### src/logic/fdp_cfg.svh
// Offsets, field positions, reset values and codes of the floppy system-mode block
`ifndef FDP_CFG_SVH
`define FDP_CFG_SVH

// ****************************************************************
// Register byte offsets
// ****************************************************************
`define FDP_ADDR_CTRL 8'h00
`define FDP_ADDR_STATUS 8'h04
`define FDP_ADDR_STAT_A 8'h08
`define FDP_ADDR_STAT_B 8'h0C

// ****************************************************************
// Control register fields
// ****************************************************************
`define FDP_CTRL_PPM_BIT 0
`define FDP_CTRL_PORT_FLAG_BIT 1
`define FDP_CTRL_DMA_EN_BIT 3
`define FDP_CTRL_IDLE_SEL_BIT 4
`define FDP_CTRL_READY_SEL_BIT 7
`define FDP_CTRL_RST 8'h00
`define FDP_CTRL_MASK 8'h9B

// ****************************************************************
// Status register fields
// ****************************************************************
`define FDP_STAT_MODE_LSB 0
`define FDP_STAT_ILLEGAL_BIT 3
`define FDP_STAT_IDENT_BIT 4
`define FDP_STAT_IDLE_BIT 5
`define FDP_STAT_TC_BIT 6
`define FDP_STAT_INDEX_BIT 7
`define FDP_STAT_COUNT_LSB 8

// ****************************************************************
// Bus answers
// ****************************************************************
`define FDP_RESP_OKAY 2'h0
`define FDP_RESP_SLVERR 2'h2

`endif

### src/logic/fdp_pkg.sv
// Types shared by the floppy system-mode block
`default_nettype none
package fdp_pkg;

  // System modes, one-hot
  typedef enum logic [2:0] {
    FDP_MODE_AT = 3'b001,
    FDP_MODE_SYS2 = 3'b010,
    FDP_MODE_SYS3 = 3'b100
  } fdp_mode_t;

  // Strap latch state
  typedef struct packed {
    fdp_mode_t mode;
    logic illegal;
    logic ident_high;
  } fdp_strap_t;

  // Main block state
  typedef struct packed {
    logic [7:0] ctrl;
    logic aw_rdy;
    logic w_rdy;
    logic [7:0] waddr;
    logic [7:0] wdata;
    logic wstrb0;
    logic bvalid;
    logic [1:0] bresp;
    logic ar_rdy;
    logic rvalid;
    logic [31:0] rdata;
    logic [1:0] rresp;
    logic dreq;
    logic irq;
    logic tc_act;
    logic dens;
    logic idle_ind;
    logic pin43;
    logic pin53_out;
    logic pin53_oe_n;
    logic stat_ab_en;
    logic idx_prev;
    logic track_start;
    logic [7:0] idx_count;
  } fdp_state_t;

endpackage : fdp_pkg
`default_nettype wire

### src/logic/fdp_mode_pins.sv
// Floppy system-mode gating, shared pins and AXI4-Lite register slave
//
// Functional notes
// Reset samples identity and encoding straps into mode
// AT mode: DMA enable honoured, count high, A/B off
// Third mode: DMA enable honoured, count high, A/B on
// Second mode: request/interrupt always on, count low
// Density select polarity follows identity strap
// Idle-select bit picks idle or motor
// Idle indicator high when idle or powered down
// Drive pulses index marking each track start
// Parallel-port mode adds second index input; the logic drops it while the port flag control bit is set
// Ready-select bit picks open-drain ready or encoding
// Sampled mode held until next reset
//
// The AXI4-Lite slave port and the register addresses were left to the implementer.
`timescale 1ns/1ps
`default_nettype none
`include "fdp_cfg.svh"
module fdp_mode_pins (
  input wire logic aclk,
  input wire logic aresetn,
  // AXI4-Lite slave
  input wire logic [7:0] s_axi_awaddr,
  input wire logic s_axi_awvalid,
  output logic s_axi_awready,
  input wire logic [31:0] s_axi_wdata,
  input wire logic [3:0] s_axi_wstrb,
  input wire logic s_axi_wvalid,
  output logic s_axi_wready,
  output logic [1:0] s_axi_bresp,
  output logic s_axi_bvalid,
  input wire logic s_axi_bready,
  input wire logic [7:0] s_axi_araddr,
  input wire logic s_axi_arvalid,
  output logic s_axi_arready,
  output logic [31:0] s_axi_rdata,
  output logic [1:0] s_axi_rresp,
  output logic s_axi_rvalid,
  input wire logic s_axi_rready,
  // Straps and controller core
  input wire logic identity_strap,
  input wire logic encoding_pin_in,
  input wire logic fdc_idle,
  input wire logic fdc_power_down,
  input wire logic core_dma_request,
  input wire logic core_interrupt,
  input wire logic high_rate,
  input wire logic encoding_current,
  input wire logic ready_stretch,
  input wire logic drive1_motor_select_n,
  input wire logic [7:0] status_a_in,
  input wire logic [7:0] status_b_in,
  // Drive side
  input wire logic terminal_count,
  input wire logic index_n,
  input wire logic ppm_index_n,
  output logic floppy_dma_request,
  output logic floppy_interrupt,
  output logic terminal_count_active,
  output logic density_select_out,
  output logic idle_indicator,
  output logic pin43_out,
  output logic pin53_out,
  output logic pin53_oe_n,
  output logic status_ab_enable,
  output logic track_start
);
  import fdp_pkg::*;

  fdp_state_t st_ff;
  fdp_state_t nxt_st;
  fdp_mode_t mode;
  logic illegal;
  logic ident_high;

  // ****************************************************************
  // Strap latch
  // ****************************************************************
  fdp_strap_latch u_strap (
    .aclk(aclk),
    .aresetn(aresetn),
    .identity_strap(identity_strap),
    .encoding_pin_in(encoding_pin_in),
    .mode(mode),
    .illegal(illegal),
    .ident_high(ident_high)
  );

  // ****************************************************************
  // Next-state logic
  // ****************************************************************
  // Mode gating, pin muxing, index edge and bus slave in one pass
  always_comb begin
    logic dma_gate;
    logic tc_high;
    logic ab_on;
    logic idx_act;
    logic [31:0] rd;
    logic [1:0] rr;
    dma_gate = 1'b0;
    tc_high = 1'b1;
    ab_on = 1'b0;
    idx_act = 1'b0;
    rd = 32'h0000_0000;
    rr = `FDP_RESP_OKAY;
    nxt_st = st_ff;

    // Mode decides gating, count polarity and A/B visibility
    unique case (mode)
      FDP_MODE_AT: begin
        dma_gate = st_ff.ctrl[`FDP_CTRL_DMA_EN_BIT];
        tc_high = 1'b1;
        ab_on = 1'b0;
      end
      FDP_MODE_SYS3: begin
        dma_gate = st_ff.ctrl[`FDP_CTRL_DMA_EN_BIT];
        tc_high = 1'b1;
        ab_on = 1'b1;
      end
      FDP_MODE_SYS2: begin
        dma_gate = 1'b1;
        tc_high = 1'b0;
        ab_on = 1'b1;
      end
    endcase
    nxt_st.dreq = core_dma_request & dma_gate;
    nxt_st.irq = core_interrupt & dma_gate;
    nxt_st.tc_act = tc_high ? terminal_count : ~terminal_count;
    nxt_st.stat_ab_en = ab_on;

    // Polarity fixed by strap so high rates map to the right drive level
    nxt_st.dens = ident_high ? high_rate : ~high_rate;

    // Idle indicator and the shared motor pin
    nxt_st.idle_ind = fdc_idle | fdc_power_down;
    nxt_st.pin43 = st_ff.ctrl[`FDP_CTRL_IDLE_SEL_BIT] ? (fdc_idle | fdc_power_down)
                                                     : drive1_motor_select_n;

    // Ready pin only pulls low; encoding output drives both levels
    if (st_ff.ctrl[`FDP_CTRL_READY_SEL_BIT]) begin
      nxt_st.pin53_out = encoding_current;
      nxt_st.pin53_oe_n = 1'b0;
    end else begin
      nxt_st.pin53_out = 1'b0;
      nxt_st.pin53_oe_n = ~ready_stretch;
    end

    // Track start is the leading edge of either index source
    idx_act = ~index_n;
    if (st_ff.ctrl[`FDP_CTRL_PPM_BIT] && !st_ff.ctrl[`FDP_CTRL_PORT_FLAG_BIT]) begin
      idx_act = idx_act | ~ppm_index_n;
    end
    nxt_st.idx_prev = idx_act;
    nxt_st.track_start = idx_act & ~st_ff.idx_prev;
    if (idx_act && !st_ff.idx_prev) begin
      nxt_st.idx_count = st_ff.idx_count + 8'h01;
    end

    // Write address and data may arrive in either order
    if (s_axi_awvalid && st_ff.aw_rdy) begin
      nxt_st.aw_rdy = 1'b0;
      nxt_st.waddr = s_axi_awaddr;
    end
    if (s_axi_wvalid && st_ff.w_rdy) begin
      nxt_st.w_rdy = 1'b0;
      nxt_st.wdata = s_axi_wdata[7:0];
      nxt_st.wstrb0 = s_axi_wstrb[0];
    end
    // Both halves held: commit and answer next cycle
    if (!st_ff.aw_rdy && !st_ff.w_rdy && !st_ff.bvalid) begin
      nxt_st.bvalid = 1'b1;
      if (st_ff.waddr == `FDP_ADDR_CTRL) begin
        nxt_st.bresp = `FDP_RESP_OKAY;
        if (st_ff.wstrb0) begin
          nxt_st.ctrl = st_ff.wdata & `FDP_CTRL_MASK;
        end
      end else if (st_ff.waddr == `FDP_ADDR_STATUS || st_ff.waddr == `FDP_ADDR_STAT_A ||
                   st_ff.waddr == `FDP_ADDR_STAT_B) begin
        nxt_st.bresp = `FDP_RESP_OKAY; // Read-only, write ignored
      end else begin
        nxt_st.bresp = `FDP_RESP_SLVERR;
      end
    end
    if (st_ff.bvalid && s_axi_bready) begin
      nxt_st.bvalid = 1'b0;
      nxt_st.aw_rdy = 1'b1;
      nxt_st.w_rdy = 1'b1;
    end

    // Read decode; A/B undriven in AT mode answers as an error with zero
    unique case (s_axi_araddr)
      `FDP_ADDR_CTRL: begin
        rd[7:0] = st_ff.ctrl;
      end
      `FDP_ADDR_STATUS: begin
        rd[`FDP_STAT_MODE_LSB +: 3] = mode;
        rd[`FDP_STAT_ILLEGAL_BIT] = illegal;
        rd[`FDP_STAT_IDENT_BIT] = ident_high;
        rd[`FDP_STAT_IDLE_BIT] = st_ff.idle_ind;
        rd[`FDP_STAT_TC_BIT] = st_ff.tc_act;
        rd[`FDP_STAT_INDEX_BIT] = st_ff.idx_prev;
        rd[`FDP_STAT_COUNT_LSB +: 8] = st_ff.idx_count;
      end
      `FDP_ADDR_STAT_A: begin
        if (ab_on) begin
          rd[7:0] = status_a_in;
        end else begin
          rr = `FDP_RESP_SLVERR;
        end
      end
      `FDP_ADDR_STAT_B: begin
        if (ab_on) begin
          rd[7:0] = status_b_in;
        end else begin
          rr = `FDP_RESP_SLVERR;
        end
      end
      default: begin
        rr = `FDP_RESP_SLVERR;
      end
    endcase
    if (s_axi_arvalid && st_ff.ar_rdy) begin
      nxt_st.ar_rdy = 1'b0;
      nxt_st.rvalid = 1'b1;
      nxt_st.rdata = rd;
      nxt_st.rresp = rr;
    end
    if (st_ff.rvalid && s_axi_rready) begin
      nxt_st.rvalid = 1'b0;
      nxt_st.ar_rdy = 1'b1;
    end

    // Reset: everything inactive, strap pin released for sampling
    if (!aresetn) begin
      nxt_st = '0;
      nxt_st.ctrl = `FDP_CTRL_RST;
      nxt_st.aw_rdy = 1'b1;
      nxt_st.w_rdy = 1'b1;
      nxt_st.ar_rdy = 1'b1;
      nxt_st.pin43 = 1'b1;
      nxt_st.pin53_oe_n = 1'b1;
    end
  end

  // ****************************************************************
  // State register
  // ****************************************************************
  always_ff @(posedge aclk) begin
    st_ff <= nxt_st;
  end

  // Outputs straight from the state flops
  assign s_axi_awready = st_ff.aw_rdy;
  assign s_axi_wready = st_ff.w_rdy;
  assign s_axi_bvalid = st_ff.bvalid;
  assign s_axi_bresp = st_ff.bresp;
  assign s_axi_arready = st_ff.ar_rdy;
  assign s_axi_rvalid = st_ff.rvalid;
  assign s_axi_rdata = st_ff.rdata;
  assign s_axi_rresp = st_ff.rresp;
  assign floppy_dma_request = st_ff.dreq;
  assign floppy_interrupt = st_ff.irq;
  assign terminal_count_active = st_ff.tc_act;
  assign density_select_out = st_ff.dens;
  assign idle_indicator = st_ff.idle_ind;
  assign pin43_out = st_ff.pin43;
  assign pin53_out = st_ff.pin53_out;
  assign pin53_oe_n = st_ff.pin53_oe_n;
  assign status_ab_enable = st_ff.stat_ab_en;
  assign track_start = st_ff.track_start;
endmodule : fdp_mode_pins
`default_nettype wire

### src/logic/fdp_strap_latch.sv
// Reset-time strap sampler holding the system mode
`timescale 1ns/1ps
`default_nettype none
module fdp_strap_latch (
  input wire logic aclk,
  input wire logic aresetn,
  input wire logic identity_strap,
  input wire logic encoding_pin_in,
  output fdp_pkg::fdp_mode_t mode,
  output logic illegal,
  output logic ident_high
);
  import fdp_pkg::*;

  fdp_strap_t st_ff;
  fdp_strap_t nxt_st;

  // ****************************************************************
  // Sampling
  // ****************************************************************
  // Follow the straps while reset is held, freeze at release
  always_comb begin
    nxt_st = st_ff;
    if (!aresetn) begin
      nxt_st.ident_high = identity_strap;
      nxt_st.illegal = identity_strap & ~encoding_pin_in;
      if (identity_strap) begin
        nxt_st.mode = FDP_MODE_AT;
      end else if (encoding_pin_in) begin
        nxt_st.mode = FDP_MODE_SYS2;
      end else begin
        nxt_st.mode = FDP_MODE_SYS3;
      end
    end
  end

  // Straps are ignored once running
  always_ff @(posedge aclk) begin
    st_ff <= nxt_st;
  end

  assign mode = st_ff.mode;
  assign illegal = st_ff.illegal;
  assign ident_high = st_ff.ident_high;
endmodule : fdp_strap_latch
`default_nettype wire

### config.mk
export PLATFORM = sky130hd
export DESIGN_NAME = fdp_mode_pins
export DESIGN_NICKNAME = d
export VERILOG_FILES = /design/src/logic/fdp_pkg.sv /design/src/logic/fdp_mode_pins.sv /design/src/logic/fdp_strap_latch.sv
export VERILOG_INCLUDE_DIRS = /design/src /design/src/logic
export SDC_FILE = /design/constraint.sdc
export NUM_CORES = 1
export LEC_CHECK = 0
export ABC_AREA = 1
export ABC_CLOCK_PERIOD_IN_PS = 3250
export BUFFER_PORTS_ARGS = -buffer_cell sky130_fd_sc_hd__buf_2
export CAP_MARGIN = 10
export CORE_UTILIZATION = 52
export CTS_BUF_LIST = sky130_fd_sc_hd__clkbuf_8
export DETAILED_ROUTE_END_ITERATION = 6
export GPL_ROUTABILITY_DRIVEN = 1
export PLACE_DENSITY = 0.88
export SKIP_LAST_GASP = 1
export SLEW_MARGIN = 20
export SYNTH_ARGS = -nofsm -noshare
export SYNTH_HDL_FRONTEND = slang
export SYNTH_SLANG_ARGS = --single-unit
### constraint.sdc
create_clock -name aclk -period 3.25 [get_ports aclk]
set_input_delay 0.1625 -clock aclk [delete_from_list [all_inputs] [get_ports aclk]]
set_output_delay 0.1625 -clock aclk [all_outputs]
set_load 0.02 [all_outputs]
==> impl_metrics.env <==
export IMPL_outcome="complete, no violations"
export IMPL_rr_worst_depth=7
export IMPL_fmax_ghz=0.6410
export IMPL_rows=27
export IMPL_min_from="s_axi_awvalid"
export IMPL_highest_layer="met4"
export IMPL_drive_gt1_frac=0.2754
export IMPL_root_buffer="clkbuf_8"
export IMPL_total_power_uw=1708
export IMPL_wire_per_inst_um=10.93
export IMPL_synth_edf_count=5
export IMPL_syn_inst=391
export IMPL_coreArea_um2=5540
export IMPL_relSlewSlack=0.5492
export IMPL_ys_warn_count=0
export IMPL_die_w_um=78.14
export IMPL_path_delay_family="compound AO/OA/AOI/OAI gates"
export IMPL_crit_buf_inv=1
export IMPL_arrival_ns=1.83
export IMPL_fin_cells=544
export IMPL_multi_input_area_um2=1270
export IMPL_ir_worst_vdd_mv=0.3184
export IMPL_netlist_area_um2=3014
export IMPL_grt_overflow=0
export IMPL_final_cell_area_um2=3507
export IMPL_timing_hold_worst_endpoint="s_axi_awready$_SDFFE_PP1P_"
export IMPL_grt_pass1_vias=2430
export IMPL_gp_congestion=0.7924
export IMPL_clk_pin_slew_ns=0.08
export IMPL_drv_slew=0
export IMPL_final_net_count=556
export IMPL_drt_first_pass_iters=4
export IMPL_globalRouteTotalUtil=0.2096
export IMPL_place_inst=526
export IMPL_critPathMaxStageDelay_ns=0.43
export IMPL_reg2reg_slack_ns=1.69
export IMPL_port_buffers=90
export IMPL_regMostFlops="st_ff"
export IMPL_tns_ns=0
export IMPL_cp_required_ns=3.52
export IMPL_skew_ns=0.005241
export IMPL_num_vias=2647
export IMPL_wl_met2_um=2951
export IMPL_seq_area_um2=1371
export IMPL_avgSynthCellArea_um2=7.709
export IMPL_critPathLaunchType="register"
export IMPL_final_cell_mix="buf_2, nand2_1, dfxtp_1"
export IMPL_pre_cts_slack_ns=1.456
export IMPL_pin_count=139
export IMPL_clock_latency_ns=0.34
export IMPL_clockBufferDepth=2
export IMPL_cts_setup_buffers=0
export IMPL_postCtsHoldBufs=2
export IMPL_worst_setup_path_end_kind="register"
export IMPL_drt_first_iter_violations=160
export IMPL_mostFrequentLayoutCell="buf_2"
export IMPL_drt_met1_wl_um=2517
export IMPL_min_path_type="in2reg"
export IMPL_min_period_over_period=0.4800
export IMPL_reg2reg_to="s_axi_rdata[2]$_SDFFE_PN0P_"
export IMPL_synth_ff_type="dfxtp_1"
export IMPL_grt_setup_unrepaired="false"
export IMPL_start_util=0.5440
export IMPL_setup_viol=0
export IMPL_grt_antenna_before_repair=0
export IMPL_cts_num_sinks=66
export IMPL_place_hpwl_um=4461
export IMPL_power_leakage_uw=0.001639
export IMPL_grt_max_degree=29
export IMPL_grt_pass1_wl_um=9915
export IMPL_via_per_inst=4.866
export IMPL_tightest_slew_ns=0.6755
export IMPL_synthToLayoutAreaGrowth_pct=16.36
export IMPL_antenna_cells=0
export IMPL_worst_slack_ns=1.690
export IMPL_cpMaxStageDelayCell="edfxtp_1"
export IMPL_ys_seq_elements=66
export IMPL_cp_cell_sequence="inv_1 -> nand2_1 -> a21oi_2 -> nand3_1 -> nand3_1 -> nand2_1 -> a21oi_2"
export IMPL_cp_max_fo=12
export IMPL_wl_met3_um=384
export IMPL_wirelength_um=5946
export IMPL_ant_nets=0
export IMPL_ctsResizeCount=0
export IMPL_period_minus_slack_ns=1.560
export IMPL_die_h_um=78.14
export IMPL_cts_buffers=9
export IMPL_ys_seq_area_frac=0.4550
export IMPL_synth_distinct_cells=36
export IMPL_holdPathStages=2
export IMPL_drcViolationCount=0
export IMPL_powerDensity_nw_per_um2=487.1
export IMPL_maxCapViolCount=0
export IMPL_dieArea_um2=6105
export IMPL_async_flop_share=0
export IMPL_largest_register_ffs=28
export IMPL_reg2reg_from="u_strap.mode[2]$_SDFFCE_PP0N_"
export IMPL_hold_violations=0
export IMPL_placed_cell_area_um2=3309
export IMPL_fillerInstances=498
export IMPL_htree_levels=3
export IMPL_critical_path_class="reg2reg"
export IMPL_cts_tree="yes"
==> synth_stat cells (4+ instances only) <==
| master | count | area, um2 |
|---|---|---|
| inv_1 | 27 | 101.4 |
| inv_2 | 5 | 18.77 |
| buf_4 | 36 | 270.3 |
| nand2_2 | 4 | 25.02 |
| nand3_1 | 23 | 115.1 |
| nand2_1 | 74 | 277.8 |
| a21oi_2 | 4 | 35.03 |
| o21ai_1 | 14 | 70.07 |
| dfxtp_1 | 61 | 1221 |
| a21oi_1 | 35 | 175.2 |
| nor2_1 | 49 | 183.9 |
| edfxtp_1 | 5 | 150.1 |
| o21ai_0 | 19 | 95.09 |
| buf_2 | 4 | 20.02 |
==> per-layer routing <==
layer | up-vias | track usage
met5 | - | 0
met4 | 0 | 0.09259
met3 | 11 | 0.06860
met2 | 102 | 0.3675
met1 | 1176 | 0.2295
li1 | 1358 | -
==> worst register-to-register path, cell delays in order, from the launching register on <==
cell	delay (ns)
edfxtp_1	0.43
inv_1	0.10
nand2_1	0.06
a21oi_2	0.43
nand3_1	0.15
nand3_1	0.13
nand2_1	0.07
a21oi_2	0.12
==> through the flow <==
step	util	hold slack, ns
after detailed placement	0.5973	0.3596
after floorplan	-	0.2584
final	0.6330	0.01763
after global routing	0.6330	0.02000
after CTS	0.6330	0.004959
after global placement	0.5973	0.3492
==> cells by family (layout without fill, tap and decap cells) <==
kind of cell | after synthesis | after routing | synth area share
flops | 66 | 66 | 0.4550
simple gates | 166 | 166 | 0.2482
fa+ha+maj | 1 | 1 | 0.004150
buf+inv | 77 | 141 | 0.1449
compound gates | 75 | 75 | 0.1320
other cells | 1 | 18 | 0.001244
xor+xnor | 5 | 5 | 0.01453
==> worst max-delay path by stage <==
| stage | startpoint | endpoint | slack, ns | cells after the start |
|---|---|---|---|---|
| floorplan | s_axi_awready$_SDFFE_PP1P_ | st_ff[77]$_SDFFE_PN0P_ | 2.05 | 6 |
| global placement | aresetn | s_axi_bvalid$_SDFFE_PP0N_ | 1.52 | 5 |
| detailed placement | aresetn | s_axi_bvalid$_SDFFE_PP0N_ | 1.46 | 5 |
| CTS | u_strap.mode[2]$_SDFFCE_PP0N_ | s_axi_rdata[2]$_SDFFE_PN0P_ | 1.69 | 7 |
| global route | u_strap.mode[2]$_SDFFCE_PP0N_ | s_axi_rdata[5]$_SDFFE_PN0P_ | 1.56 | 7 |
| finish | u_strap.mode[2]$_SDFFCE_PP0N_ | s_axi_rdata[2]$_SDFFE_PN0P_ | 1.69 | 7 |
==> report_power, final <==
part,switching [uW],internal (uW)
combinational,143,76.4
clock,328,280
sequential,22.0,859
total,493,1220
==> cell type report <==
class | count | area share
timing repair buffer | 93 | 0.1363
clock inverter | 7 | 0.01534
inverter | 32 | 0.03425
sequential | 66 | 0.3910
multi-input combinational | 265 | 0.3621
tap | 72 | 0.02569
clock buffer | 9 | 0.03532
Power figures use the tool's default switching activity.
